File: src/rtl/adc_ctl_pkg.sv
// constants and carrier types for the converter control and status registers
package adc_ctl_pkg;

	// register byte offsets
	localparam logic [7:0] OFS_FLAGS = 8'h00;
	localparam logic [7:0] OFS_IEN = 8'h04;
	localparam logic [7:0] OFS_CTRL = 8'h08;

	// status and enable bit positions
	localparam int BIT_READY = 0;
	localparam int BIT_SMP_END = 1;
	localparam int BIT_CONV_END = 2;
	localparam int BIT_SEQ_END = 3;
	localparam int BIT_OVERRUN = 4;
	localparam int BIT_WDOG = 7;
	localparam logic [7:0] FLAG_MASK = 8'h9f;

	// control bit positions
	localparam int BIT_ENABLE = 0;
	localparam int BIT_DISABLE = 1;
	localparam int BIT_START = 2;
	localparam int BIT_STOP = 4;
	localparam int BIT_CAL = 31;

	// values after reset
	localparam logic [7:0] FLAGS_RESET = 8'h00;
	localparam logic [7:0] IEN_RESET = 8'h00;

	// one-cycle event pulses from the conversion core
	typedef struct packed {
		logic ready;
		logic sampling_end;
		logic conversion_end;
		logic sequence_end;
		logic watchdog;
		logic disabled;
		logic halted;
		logic cal_done;
	} core_events_t;

	// command levels toward the conversion core
	typedef struct packed {
		logic cal;
		logic stop;
		logic start;
		logic disable_cmd;
		logic enable;
	} ctrl_t;

	localparam ctrl_t CTRL_RESET = '{default: 1'b0};

endpackage

File: src/rtl/adc_status_irq_control_regs.sv
// wishbone register block: event flags, interrupt enables and converter commands
//
// Implementation choice: the Wishbone interface to the registers.
`timescale 1ns/100ps

module adc_status_irq_control_regs import adc_ctl_pkg::*; #(
	parameter int ADDR_W = 4
) (
	// clock and reset
	input wire logic clk,
	input wire logic reset,
	// wishbone classic slave
	input wire logic wb_cyc_i,
	input wire logic wb_stb_i,
	input wire logic wb_we_i,
	input wire logic [ADDR_W-1:0] wb_adr_i,
	input wire logic [3:0] wb_sel_i,
	input wire logic [31:0] wb_dat_i,
	output logic [31:0] wb_dat_o,
	output logic wb_ack_o,
	// conversion core
	input wire core_events_t core_ev,
	output ctrl_t cmd,
	// interrupt
	output logic irq
);

	// elaboration check: the map needs offsets up to 0x08
	if (ADDR_W < 4 || ADDR_W > 8) begin : g_addr_check
		$error("ADDR_W must lie between 4 and 8");
	end

	typedef struct packed {
		logic [7:0] flags;
		logic [7:0] ien;
		ctrl_t ctrl;
		logic ack;
		logic [31:0] rdata;
		logic irq;
	} state_t;

	localparam state_t STATE_RESET = '{
		flags: FLAGS_RESET,
		ien: IEN_RESET,
		ctrl: CTRL_RESET,
		ack: 1'b0,
		rdata: 32'h0000_0000,
		irq: 1'b0
	};

	state_t st;
	state_t next_st;

	// control bits placed at their register positions
	function automatic logic [31:0] ctrl_word(input ctrl_t c);
		logic [31:0] w;
		w = 32'h0000_0000;
		w[BIT_ENABLE] = c.enable;
		w[BIT_DISABLE] = c.disable_cmd;
		w[BIT_START] = c.start;
		w[BIT_STOP] = c.stop;
		w[BIT_CAL] = c.cal;
		return w;
	endfunction

	// byte enables widened to a bit mask
	function automatic logic [31:0] lane_mask(input logic [3:0] sel);
		logic [31:0] m;
		m = 32'h0000_0000;
		for (int i = 0; i < 4; i++) begin
			m[i*8 +: 8] = {8{sel[i]}};
		end
		return m;
	endfunction

	// does the bus address hit a given byte offset
	function automatic logic hit(input logic [ADDR_W-1:0] a, input logic [7:0] ofs);
		// size cast pads narrow buses and avoids a zero-width replication at ADDR_W of 8
		return 8'({a[ADDR_W-1:2], 2'b00}) == ofs;
	endfunction

	logic req;
	logic wr;
	logic [31:0] wd;
	logic [7:0] ev_set;

	assign req = wb_cyc_i & wb_stb_i;
	// a write lands on the edge where the master sees ack
	assign wr = req & wb_we_i & st.ack;
	assign wd = wb_dat_i & lane_mask(wb_sel_i);

	// hardware event vector at flag positions
	always_comb begin
		ev_set = 8'h00;
		ev_set[BIT_READY] = core_ev.ready;
		ev_set[BIT_SMP_END] = core_ev.sampling_end;
		ev_set[BIT_CONV_END] = core_ev.conversion_end;
		ev_set[BIT_SEQ_END] = core_ev.sequence_end;
		ev_set[BIT_OVERRUN] = core_ev.conversion_end & st.flags[BIT_CONV_END];
		ev_set[BIT_WDOG] = core_ev.watchdog;
	end

	// next state
	always_comb begin
		next_st = st;
		next_st.ack = req & ~st.ack;

		// write one to clear; an event in the same cycle wins
		if (wr && hit(wb_adr_i, OFS_FLAGS)) begin
			next_st.flags = st.flags & ~wd[7:0];
		end
		next_st.flags = (next_st.flags | ev_set) & FLAG_MASK;

		// enables frozen while a conversion runs
		if (wr && hit(wb_adr_i, OFS_IEN) && !st.ctrl.start) begin
			next_st.ien = wd[7:0] & FLAG_MASK;
		end

		// hardware clears the command bits as the core reports completion
		if (core_ev.disabled) begin
			next_st.ctrl.enable = 1'b0;
			next_st.ctrl.disable_cmd = 1'b0;
		end
		if (core_ev.halted) begin
			next_st.ctrl.start = 1'b0;
			next_st.ctrl.stop = 1'b0;
		end
		if (core_ev.cal_done) begin
			next_st.ctrl.cal = 1'b0;
		end

		// software sets only; each set is judged against the current register
		if (wr && hit(wb_adr_i, OFS_CTRL)) begin
			if (wd[BIT_ENABLE] && ctrl_word(st.ctrl) == 32'h0000_0000) begin
				next_st.ctrl.enable = 1'b1;
			end
			if (wd[BIT_DISABLE] && st.ctrl.enable && !st.ctrl.start) begin
				next_st.ctrl.disable_cmd = 1'b1;
			end
			if (wd[BIT_START] && st.ctrl.enable && !st.ctrl.disable_cmd) begin
				next_st.ctrl.start = 1'b1;
			end
			if (wd[BIT_STOP] && st.ctrl.start && !st.ctrl.disable_cmd) begin
				next_st.ctrl.stop = 1'b1;
			end
			if (wd[BIT_CAL] && !st.ctrl.enable) begin
				next_st.ctrl.cal = 1'b1;
			end
		end

		// read data captured with the ack; unmapped reads return zero
		next_st.rdata = 32'h0000_0000;
		if (req && !st.ack && !wb_we_i) begin
			if (hit(wb_adr_i, OFS_FLAGS)) begin
				next_st.rdata = {24'h00_0000, st.flags};
			end else if (hit(wb_adr_i, OFS_IEN)) begin
				next_st.rdata = {24'h00_0000, st.ien};
			end else if (hit(wb_adr_i, OFS_CTRL)) begin
				next_st.rdata = ctrl_word(st.ctrl);
			end
		end

		// level interrupt from next values so it moves with the flags
		next_st.irq = |(next_st.flags & next_st.ien);
	end

	// state register
	always_ff @(posedge clk) begin
		if (reset) begin
			st <= STATE_RESET;
		end else begin
			st <= next_st;
		end
	end

	// outputs straight from the state register
	assign wb_dat_o = st.rdata;
	assign wb_ack_o = st.ack;
	assign cmd = st.ctrl;
	assign irq = st.irq;
endmodule

File: config.mk
export PLATFORM = sky130hd
export DESIGN_NAME = adc_status_irq_control_regs
export DESIGN_NICKNAME = d
export VERILOG_FILES = /design/src/rtl/adc_ctl_pkg.sv /design/src/rtl/adc_status_irq_control_regs.sv
export SDC_FILE = /design/constraint.sdc
export NUM_CORES = 1
export LEC_CHECK = 0
export BUFFER_PORTS_ARGS = -buffer_cell sky130_fd_sc_hd__buf_2
export CORE_MARGIN = 2
export CORE_UTILIZATION = 44
export CTS_CLUSTER_DIAMETER = 200
export CTS_CLUSTER_SIZE = 16
export DETAILED_ROUTE_END_ITERATION = 16
export GPL_TIMING_DRIVEN = 0
export PLACE_DENSITY = 0.85
export SLEW_MARGIN = 40
export SYNTH_ARGS = -nofsm -noshare
export SYNTH_HDL_FRONTEND = slang
export SYNTH_SLANG_ARGS = --single-unit
File: constraint.sdc
create_clock -name clk -period 2.4 [get_ports clk]
set_input_delay 0 -clock clk [delete_from_list [all_inputs] [get_ports clk]]
set_output_delay 0 -clock clk [all_outputs]
set_load 0.02 [all_outputs]
==> impl.org, run 1 <==
** Worst setup path
- Crit path max-delay cell type :: sky130_fd_sc_hd__dlygate4sd3_1
- Critical R2R Launch :: wb_ack_o
- Sum of buffers and inverters on the critical path :: 2
- R2R Path End :: cmd[4]
- List of cells traversed by the critical path :: and4_1 -> buf_6 -> and3b_1 -> nand4b_1 -> a21oi_1 -> dlygate4sd3_1
- The critical path in this run is classified as reg2reg.
- Cell count along the critical path :: 6
- At the worst endpoint, the arrival time is 2.08 ns.
- Critical path's largest stage delay :: 0.57 ns
- Crit-path max FO :: 9
- Endpoint of the worst setup timing path :: cmd[4]
- Register-to-register setup slack :: 0.59 ns
- R2R depth :: 6
- Cell class contributing the biggest share of worst-path delay :: buffers and inverters
- STA puts the critical path data required time at 2.68 ns.
- The worst setup path is captured at a flip-flop.
- Launch point of the worst path :: wb_ack_o
- Nature of the critical path startpoint :: flip-flop

** Floorplan
- Chip Height :: 59.91 µm
- Die W :: 59.91 µm
- The region available for standard cell placement spans 3003 µm².
- For this design the top-level I/O count stands at 92.
- Number of placement rows :: 20
- The die covers 3589 µm².
- For this configuration, the core starts out at a cell density of 0.4579.

** Global route
- Entering global routing, the biggest net connects 15 pins.
- Remaining Overflow, GRT :: 0
- Met2 layer usage reported by global route :: 0.2702
- Number of antenna violations at the first check in global routing :: 0
- Aggregate global-route resource usage :: 0.1609
- Wire length of the first global-routing pass :: 4347 µm
- The layer flagged by global routing as most heavily used is met2.
- Met3 usage in global routing :: 0.04762
- The number of global-route vias before repair is 999.
- For met1 alone, demand over resource in global routing was 0.2098.

** Outcome
- The flow ran to the end, and the final reports show no timing, DRC or antenna violations.

** Detailed routing
- Final wirelength :: 2760 µm
- The routed layout has 1207 vias.
- Number of routed nets with antenna violations :: 0
- First drt pass iteration count :: 4
- The detailed router finished its first iteration with 21 violations.
- For this run, design rule violations remaining after detail routing come to 0.
- Average wire length per cell after detail routing :: 10.42 µm
- Average vias per placed instance :: 4.555

** Timing
- The clock period could shrink to 1.809 ns.
- Setup repair after global routing missed its margin :: no
- Setup violations remaining at the end of the flow were counted as 0.
- The max-slew violation count came to 0.
- Setup_tns :: 0 ns
- Final hold violation count :: 0
- Final cycle utilization of the critical path :: 0.7537
- Between clock sinks in the finished design, the worst skew comes to 0.005240 ns.
- Highest clock rate :: 552.8 MHz

** Placement
- The placed instances occupy a cell area of 1687 µm².
- Routability cong. :: 0.8091
- Input and output buffers added on the ports amount to 36.
- Detailed placement ended at an HPWL of 2121 µm.

** Pwr
- Leakage :: 0.9834 nW
- The design draws 0.8112 mW.
- Across the VDD grid, the largest voltage drop is 347.2 µV.
- Cell area power density :: 442.5 nW/µm²

** Clock tree
- Clock-pin slew was measured on the worst setup and hold paths at 0.13 ns.
- Clock tree synthesis found a total of 26 sinks.
- Clock buffers created by TritonCTS :: 3
- The cell sitting at the root of the clock tree is a sky130_fd_sc_hd__clkbuf_4.
- The clock passes through at most 2 buffers.
- CTS built an H-tree with a depth of 1.
- At the later pin of the worst-skew pair, clock insertion delay measures 0.32 ns.
- Clock tree from TritonCTS :: done

** Final layout
- Final Core Density :: 0.6104
- The finished cells cover 1833 µm².
- Fraction of final layout cells sized beyond drive strength 1 :: 0.3621
- Compared with the post-synthesis result, the final layout area differs by 33.30%.
- The number of antenna diodes in the final layout is 0.
- Number of nets in the layout :: 286

** Yosys
- Netlist area before placement :: 1375 µm²
- Post-synth cell types :: 27
- The share of synthesized area in the top cell type comes to 0.3785.
- The synthesized design contains 26 register bits.
- In the synthesized netlist the async set-or-reset flop fraction comes to 0.
- Synth Instances :: 157
- Sequential-to-total area share from yosys stat :: 0.3785
- Each instance of the synthesized netlist takes up on average 8.758 µm².
- Post-synth top flop :: sky130_fd_sc_hd__dfxtp_1
- Number of enable flip-flop cells after synthesis :: 0
- Sorting the synthesized cells by area gives the leading types as sky130_fd_sc_hd__dfxtp_1 (38%), sky130_fd_sc_hd__buf_4 (20%), sky130_fd_sc_hd__mux2i_1 (8.7%).
- Of all cell types, the one taking the most synthesized area is sky130_fd_sc_hd__dfxtp_1.
- During synthesis, Yosys emitted a total of 0 warnings.

** Hold path
- Hold WC Path Type :: in2reg
- Counting instances, the worst hold path has a depth of 2.

** Job
- The tool flagged a number of max-cap violations equal to 0.
cells by family after synthesis:
family | count (synthesis) | share of synthesized area
and+or+nand+nor | 56 | 0.2248
buffers and inverters | 43 | 0.2257
DFF | 26 | 0.3785
AOI/OAI and AO/OA | 18 | 0.07280
muxes | 13 | 0.09554
other | 1 | 0.002727
final cells by class:
class / count / area [µm²]
buffer: 42 / 306.5
clock buffer: 4 / 36.28
fill: 286 / 1170
inverter: 1 / 3.754
multi-input combinational: 112 / 634.4
sequential: 26 / 520.5
tap: 33 / 41.29
timing repair buffer: 47 / 290.3
cell usage in the layout, fill, tap and decap left out, types with 3 or more instances in the layout:
| cell | instances |
|---|---|
| sky130_fd_sc_hd__and2_1 | 6 |
| sky130_fd_sc_hd__dfxtp_1 | 26 |
| sky130_fd_sc_hd__mux2i_1 | 12 |
| sky130_fd_sc_hd__a21oi_1 | 13 |
| sky130_fd_sc_hd__nor2_1 | 22 |
| sky130_fd_sc_hd__nand3_1 | 9 |
| sky130_fd_sc_hd__nor3_1 | 4 |
| sky130_fd_sc_hd__nand2b_1 | 5 |
| sky130_fd_sc_hd__buf_2 | 38 |
| sky130_fd_sc_hd__buf_4 | 37 |
| sky130_fd_sc_hd__conb_1 | 25 |
| sky130_fd_sc_hd__dlygate4sd3_1 | 11 |
| sky130_fd_sc_hd__o22ai_1 | 3 |
| sky130_fd_sc_hd__clkbuf_4 | 3 |
Yosys cell counts, types with 2 or more instances:
cell type	number
sky130_fd_sc_hd__nand2b_1	5
sky130_fd_sc_hd__nand3_1	9
sky130_fd_sc_hd__o22ai_1	3
sky130_fd_sc_hd__nand4b_1	2
sky130_fd_sc_hd__a21oi_1	13
sky130_fd_sc_hd__dfxtp_1	26
sky130_fd_sc_hd__nor2_1	22
sky130_fd_sc_hd__and2_1	6
sky130_fd_sc_hd__buf_4	37
sky130_fd_sc_hd__nor3_1	4
sky130_fd_sc_hd__mux2i_1	12
sky130_fd_sc_hd__clkbuf_1	2
sky130_fd_sc_hd__buf_2	2
routing by layer:
layer  vias to the layer above  wire (µm)
li1                        616          -
met1                       535       1190
met2                        54       1333
met3                         2        226
met4                         0         10
met5                         -          0
stage by stage:
stage                     hold slack [ns]  setup WS [ns]  std cells
after global placement             0.2263         0.8100        250
after CTS                         0.07373         0.6298        265
after global routing              0.09744         0.5002        265
final                             0.06545         0.5911        265
after detailed placement           0.2297         0.8155        250
after floorplan                    0.1282         0.8039        181
state kept, by name, indices dropped and copies added, names as in the netlist:
register	count
wb_ack_o	1
cmd	5
irq	1
wb_dat_o	7
st	12
how the worst min path moves through the flow:
stage	from	end	slack (ns)
floorplan	core_ev[7]	st[47]	0.13
global placement	core_ev[7]	st[47]	0.23
detailed placement	core_ev[4]	st[50]	0.23
CTS	reset	cmd[0]	0.07
global route	reset	st[54]	0.1
finish	reset	cmd[0]	0.07
timing repair:
action	4_1_cts	5_1_grt
gates resized for setup	0	0
buffers inserted	0	0
hold buffers	11	0
endpoints found under the hold margin	12	0
where the power goes:
group / internal, mW / total (mW) / leakage [nW] / switching [mW]
Combinational: 0.0692 / 0.148 / 0.751 / 0.0787
Clock: 0.0929 / 0.218 / 0.0210 / 0.126
Sequential: 0.440 / 0.445 / 0.211 / 0.00489
Total: 0.602 / 0.811 / 0.983 / 0.209
(Power assumes the default switching activity.)
==> run 2, diff against run 1 <==
ABC_AREA = 1   (was unset)
CORE_UTILIZATION = 42   (was 44)
PLACE_DENSITY = 0.8   (was 0.85)
clock period = 1.8 ns   (was 2.4 ns; I/O delays follow)
==> run 2 against run 1 <==
  * Worst hold slack worse by 0.014 ns
  * Sequential power is 33% higher
  * Global-route usage is 1.1 points lower
  * Clock-buffer cell count is 1 lower
  * Cell area is 6.2% higher
  * Critical path depth is 1 lower
  * Utilization is 2.7 points lower
==> impl.org, run 2 <==
** Outcome
- The run finished with clean final reports.

** Yosys
- Post-synth cell types :: 24
- Share of flip-flops with an asynchronous set or reset :: 0
- After synthesis, the mean cell area works out to 6.879 µm².
- Post-synth top flop :: sky130_fd_sc_hd__dfxtp_1
- The share of synthesized area in the top cell type comes to 0.3553.
- Number of synthesis warnings :: 0
- Yosys instantiated no cell more often than sky130_fd_sc_hd__nand2_1.
- Synth cell count leaders :: sky130_fd_sc_hd__nand2_1 (64), sky130_fd_sc_hd__buf_4 (38), sky130_fd_sc_hd__dfxtp_1 (26), sky130_fd_sc_hd__inv_1 (26), sky130_fd_sc_hd__a21oi_1 (18)
- Sequential-to-total area share from yosys stat :: 0.3553
- Netlist area before placement :: 1465 µm²
- After synthesis, the largest family of logic cells by area is simple AND/OR/NAND/NOR gates.
- Of the total synthesized cell area, the portion taken by AND, OR, NAND and NOR gates is 0.2861.
- The largest total area in the synthesized netlist belongs to sky130_fd_sc_hd__dfxtp_1.
- Multiplexer area fraction after synthesis :: 0
- Of the total synthesized cell area, the portion taken by XOR and XNOR cells is 0.
- Fraction of the mapped netlist area in adder cells :: 0
- The synthesized-area fraction occupied by ao, oa, aoi and oai cells is 0.08113.
- Number of enable flip-flop cells after synthesis :: 0
- Flip-flop and latch count after synthesis :: 26
- Sorting the synthesized cells by area gives the leading types as sky130_fd_sc_hd__dfxtp_1 (36%), sky130_fd_sc_hd__buf_4 (19%), sky130_fd_sc_hd__nand2_1 (16%).
- In the synthesized netlist, the number of instances is 213.

** Final layout
- Number of flip-flops in the largest register :: 12
- Syn-to-layout area delta :: 32.88%
- Number of nets in the layout :: 344
- Final Core Density :: 0.5834
- After the flow finishes, the layout carries non-filler instances totaling 335.
- Final instance area :: 1947 µm²
- Most used cells in the layout excluding fill and tap cells :: sky130_fd_sc_hd__nand2_1 (64), sky130_fd_sc_hd__buf_2 (38), sky130_fd_sc_hd__buf_4 (38), sky130_fd_sc_hd__inv_1 (26), sky130_fd_sc_hd__dfxtp_1 (26)
- Leading cell type in the layout, fill and taps excluded :: sky130_fd_sc_hd__nand2_1
- Final-layout fill cell count :: 340
- Fraction of final layout cells sized beyond drive strength 1 :: 0.3045
- Largest Register :: st
- Antenna cells :: 0

** Clock tree
- Clock transition at the registers of the reported paths :: 0.13 ns
- TritonCTS built the clock tree.
- Clock tree buffer depth :: 2
- CTS built an H-tree with a depth of 1.
- At the later pin of the worst-skew pair, clock insertion delay measures 0.32 ns.
- Counting every sink on the clock net gives 26.
- Buffer cell driving the clock tree root :: sky130_fd_sc_hd__clkbuf_4
- The number of clock buffers added by TritonCTS is 3.

** Floorplan
- Number of top-level pins :: 92
- The die is 63.07 µm wide.
- Die Area :: 3977 µm²
- Number of placement rows :: 21
- Core area :: 3337 µm²
- Effective utilization at floorplan :: 0.4391
- The floorplan step set the die height to 63.07 µm.

** Worst setup path
- The worst setup path is launched from a flip-flop.
- For the worst setup path, the data arrival time is 1.95 ns.
- Crit-path max FO :: 5
- For the worst setup path, the data required time is 2.07 ns.
- Sort of element at the end of the critical path :: flip-flop
- The worst register-to-register path has a setup slack of 0.12 ns.
- The critical path in this run is classified as reg2reg.

** Detailed routing
- Number of routed nets with antenna violations :: 0
- The final route contains 1379 vias.
- DR DRC count :: 0
- Average vias per placed instance :: 4.116
- The final layout contains routed wiring with a total length of 3037 µm.
- Top layer in use :: met4
- First drt pass iteration count :: 4
- Routed length on met3 :: 173 µm
- The detailed router put a total of 1277 µm of wire on met1.
- Routed met2 length :: 1522 µm
- For this block, the initial DRC count from the detailed router was 37.
- After detailed routing, the average wire length per cell comes to 9.066 µm.

** Timing
- On the final layout, the worst clock skew is 0.002860 ns.
- For this run, the top clock speed supported by timing is 596.5 MHz.
- Final cycle utilization of the critical path :: 0.9314
- Summed over all failing endpoints, the final setup total negative slack is 0 ns.
- Transition time at the pin with the least slew margin :: 0.5049 ns
- Setup repair after global routing missed its margin :: no
- Counting I/O delays and the setup requirement, the final critical path takes 1.677 ns.
- Measured against its own limit, the worst slew margin works out to 0.6634.
- The count of endpoints failing hold in the final timing report was 0.
- Setup violations remaining at the end of the flow were counted as 0.
- The max-slew violation count came to 0.

** Pwr
- Power spread over the standard cell area amounts to 535.4 nW/µm².
- VDD sags by at most 218.6 µV.
- In this run the static leakage power is 1.084 nW.
- Pwr Total :: 1.042 mW

** Job
- # Max-Cap Violations :: 0

** Global route
- The total overflow left after global routing is 0.
- The first global-routing pass estimated 4781 µm of wire.
- The number of global-route vias before repair is 1172.
- Aggregate global-route resource usage :: 0.1495
- Largest net degree at the start of global routing :: 14
- The initial antenna violation count came to 0.

** Placement
- Half-perimeter wire length after placement :: 2328 µm
- Buffers placed on the I/O ports in this run total 37.
- # placed instances :: 320
- Routability cong. :: 0.8621
- In this run the cell area measured after placement is 1798 µm².

** Hold path
- The tightest min-delay check is of the in2reg type.
-- run 2: cell count changes in the layout (fill, tap and decap cells not counted), moves of 6 or more --
cell and change:
sky130_fd_sc_hd__nand2_1 +63, sky130_fd_sc_hd__nor2_1 -17, sky130_fd_sc_hd__and2_1 -6, sky130_fd_sc_hd__mux2i_1 -12, sky130_fd_sc_hd__inv_1 +25
-- run 2: area by class of cell --
| type | count | area (µm²) | share of cell area |
|---|---|---|---|
| Inverter | 28 | 105.1 | 0.05398 |
| Multi-Input combinational cell | 142 | 638.1 | 0.3278 |
| Tap cell | 46 | 57.56 | 0.02956 |
| Timing Repair Buffer | 49 | 305.3 | 0.1568 |
| Buffer | 41 | 297.8 | 0.1530 |
| Sequential cell | 26 | 520.5 | 0.2674 |
| Clock buffer | 3 | 22.52 | 0.01157 |
-- run 2: routing by layer --
layer  vias up  global-route usage
met2        44              0.2713
met1       573              0.1735
met4         0             0.06111
met3         7             0.02321
met5         -                   0
li1        755                   -
-- run 2: kinds of logic after synthesis --
logic type	count (synthesis)
compound gates	22
buf+inv	69
flops	26
other cells	1
simple gates	95
-- run 2: per-stage QoR --
| stage | hold WS, ns | setup WS, ns |
|---|---|---|
| after detailed placement | 0.2681 | 0.3787 |
| after global routing | 0.08286 | 0.02188 |
| after global placement | 0.2663 | 0.4051 |
| after CTS | 0.02850 | 0.1006 |
| final | 0.05107 | 0.1235 |
| after floorplan | 0.1544 | 0.3756 |
-- run 2: path summary, 6_finish.rpt --
check         startpoint          end  depth (start not counted)
max             wb_ack_o       cmd[4]                          5
min          wb_dat_i[4]       st[43]                          5
max reg2reg     wb_ack_o       cmd[4]                          5
min reg2reg       st[54]  wb_dat_o[7]                          2
-- run 2: where the power goes --
group / leakage, nW / switching (mW) / internal (mW) / total, mW
logic: 0.859 / 0.118 / 0.0903 / 0.209
clock network: 0.0138 / 0.162 / 0.0785 / 0.241
registers: 0.211 / 0.00628 / 0.587 / 0.593
total: 1.08 / 0.287 / 0.755 / 1.04
-- run 2: repair_timing --
| item | 4_1_cts | 5_1_grt |
|---|---|---|
| hold buffers | 12 | 0 |
| hold endpoints to repair | 15 | 0 |
| resized for setup | 0 | 1 |
| setup buffers | 0 | 0 |
| endpoints found under the setup margin | 0 | 1 |
-- run 2: critical path, stage by stage (launching register included) --
cell                            delay (ns)
sky130_fd_sc_hd__dfxtp_1              0.41
sky130_fd_sc_hd__nand2_1              0.13
sky130_fd_sc_hd__nor3_4               0.27
sky130_fd_sc_hd__nand4_1              0.12
sky130_fd_sc_hd__a21oi_1              0.15
sky130_fd_sc_hd__dlygate4sd3_1        0.56
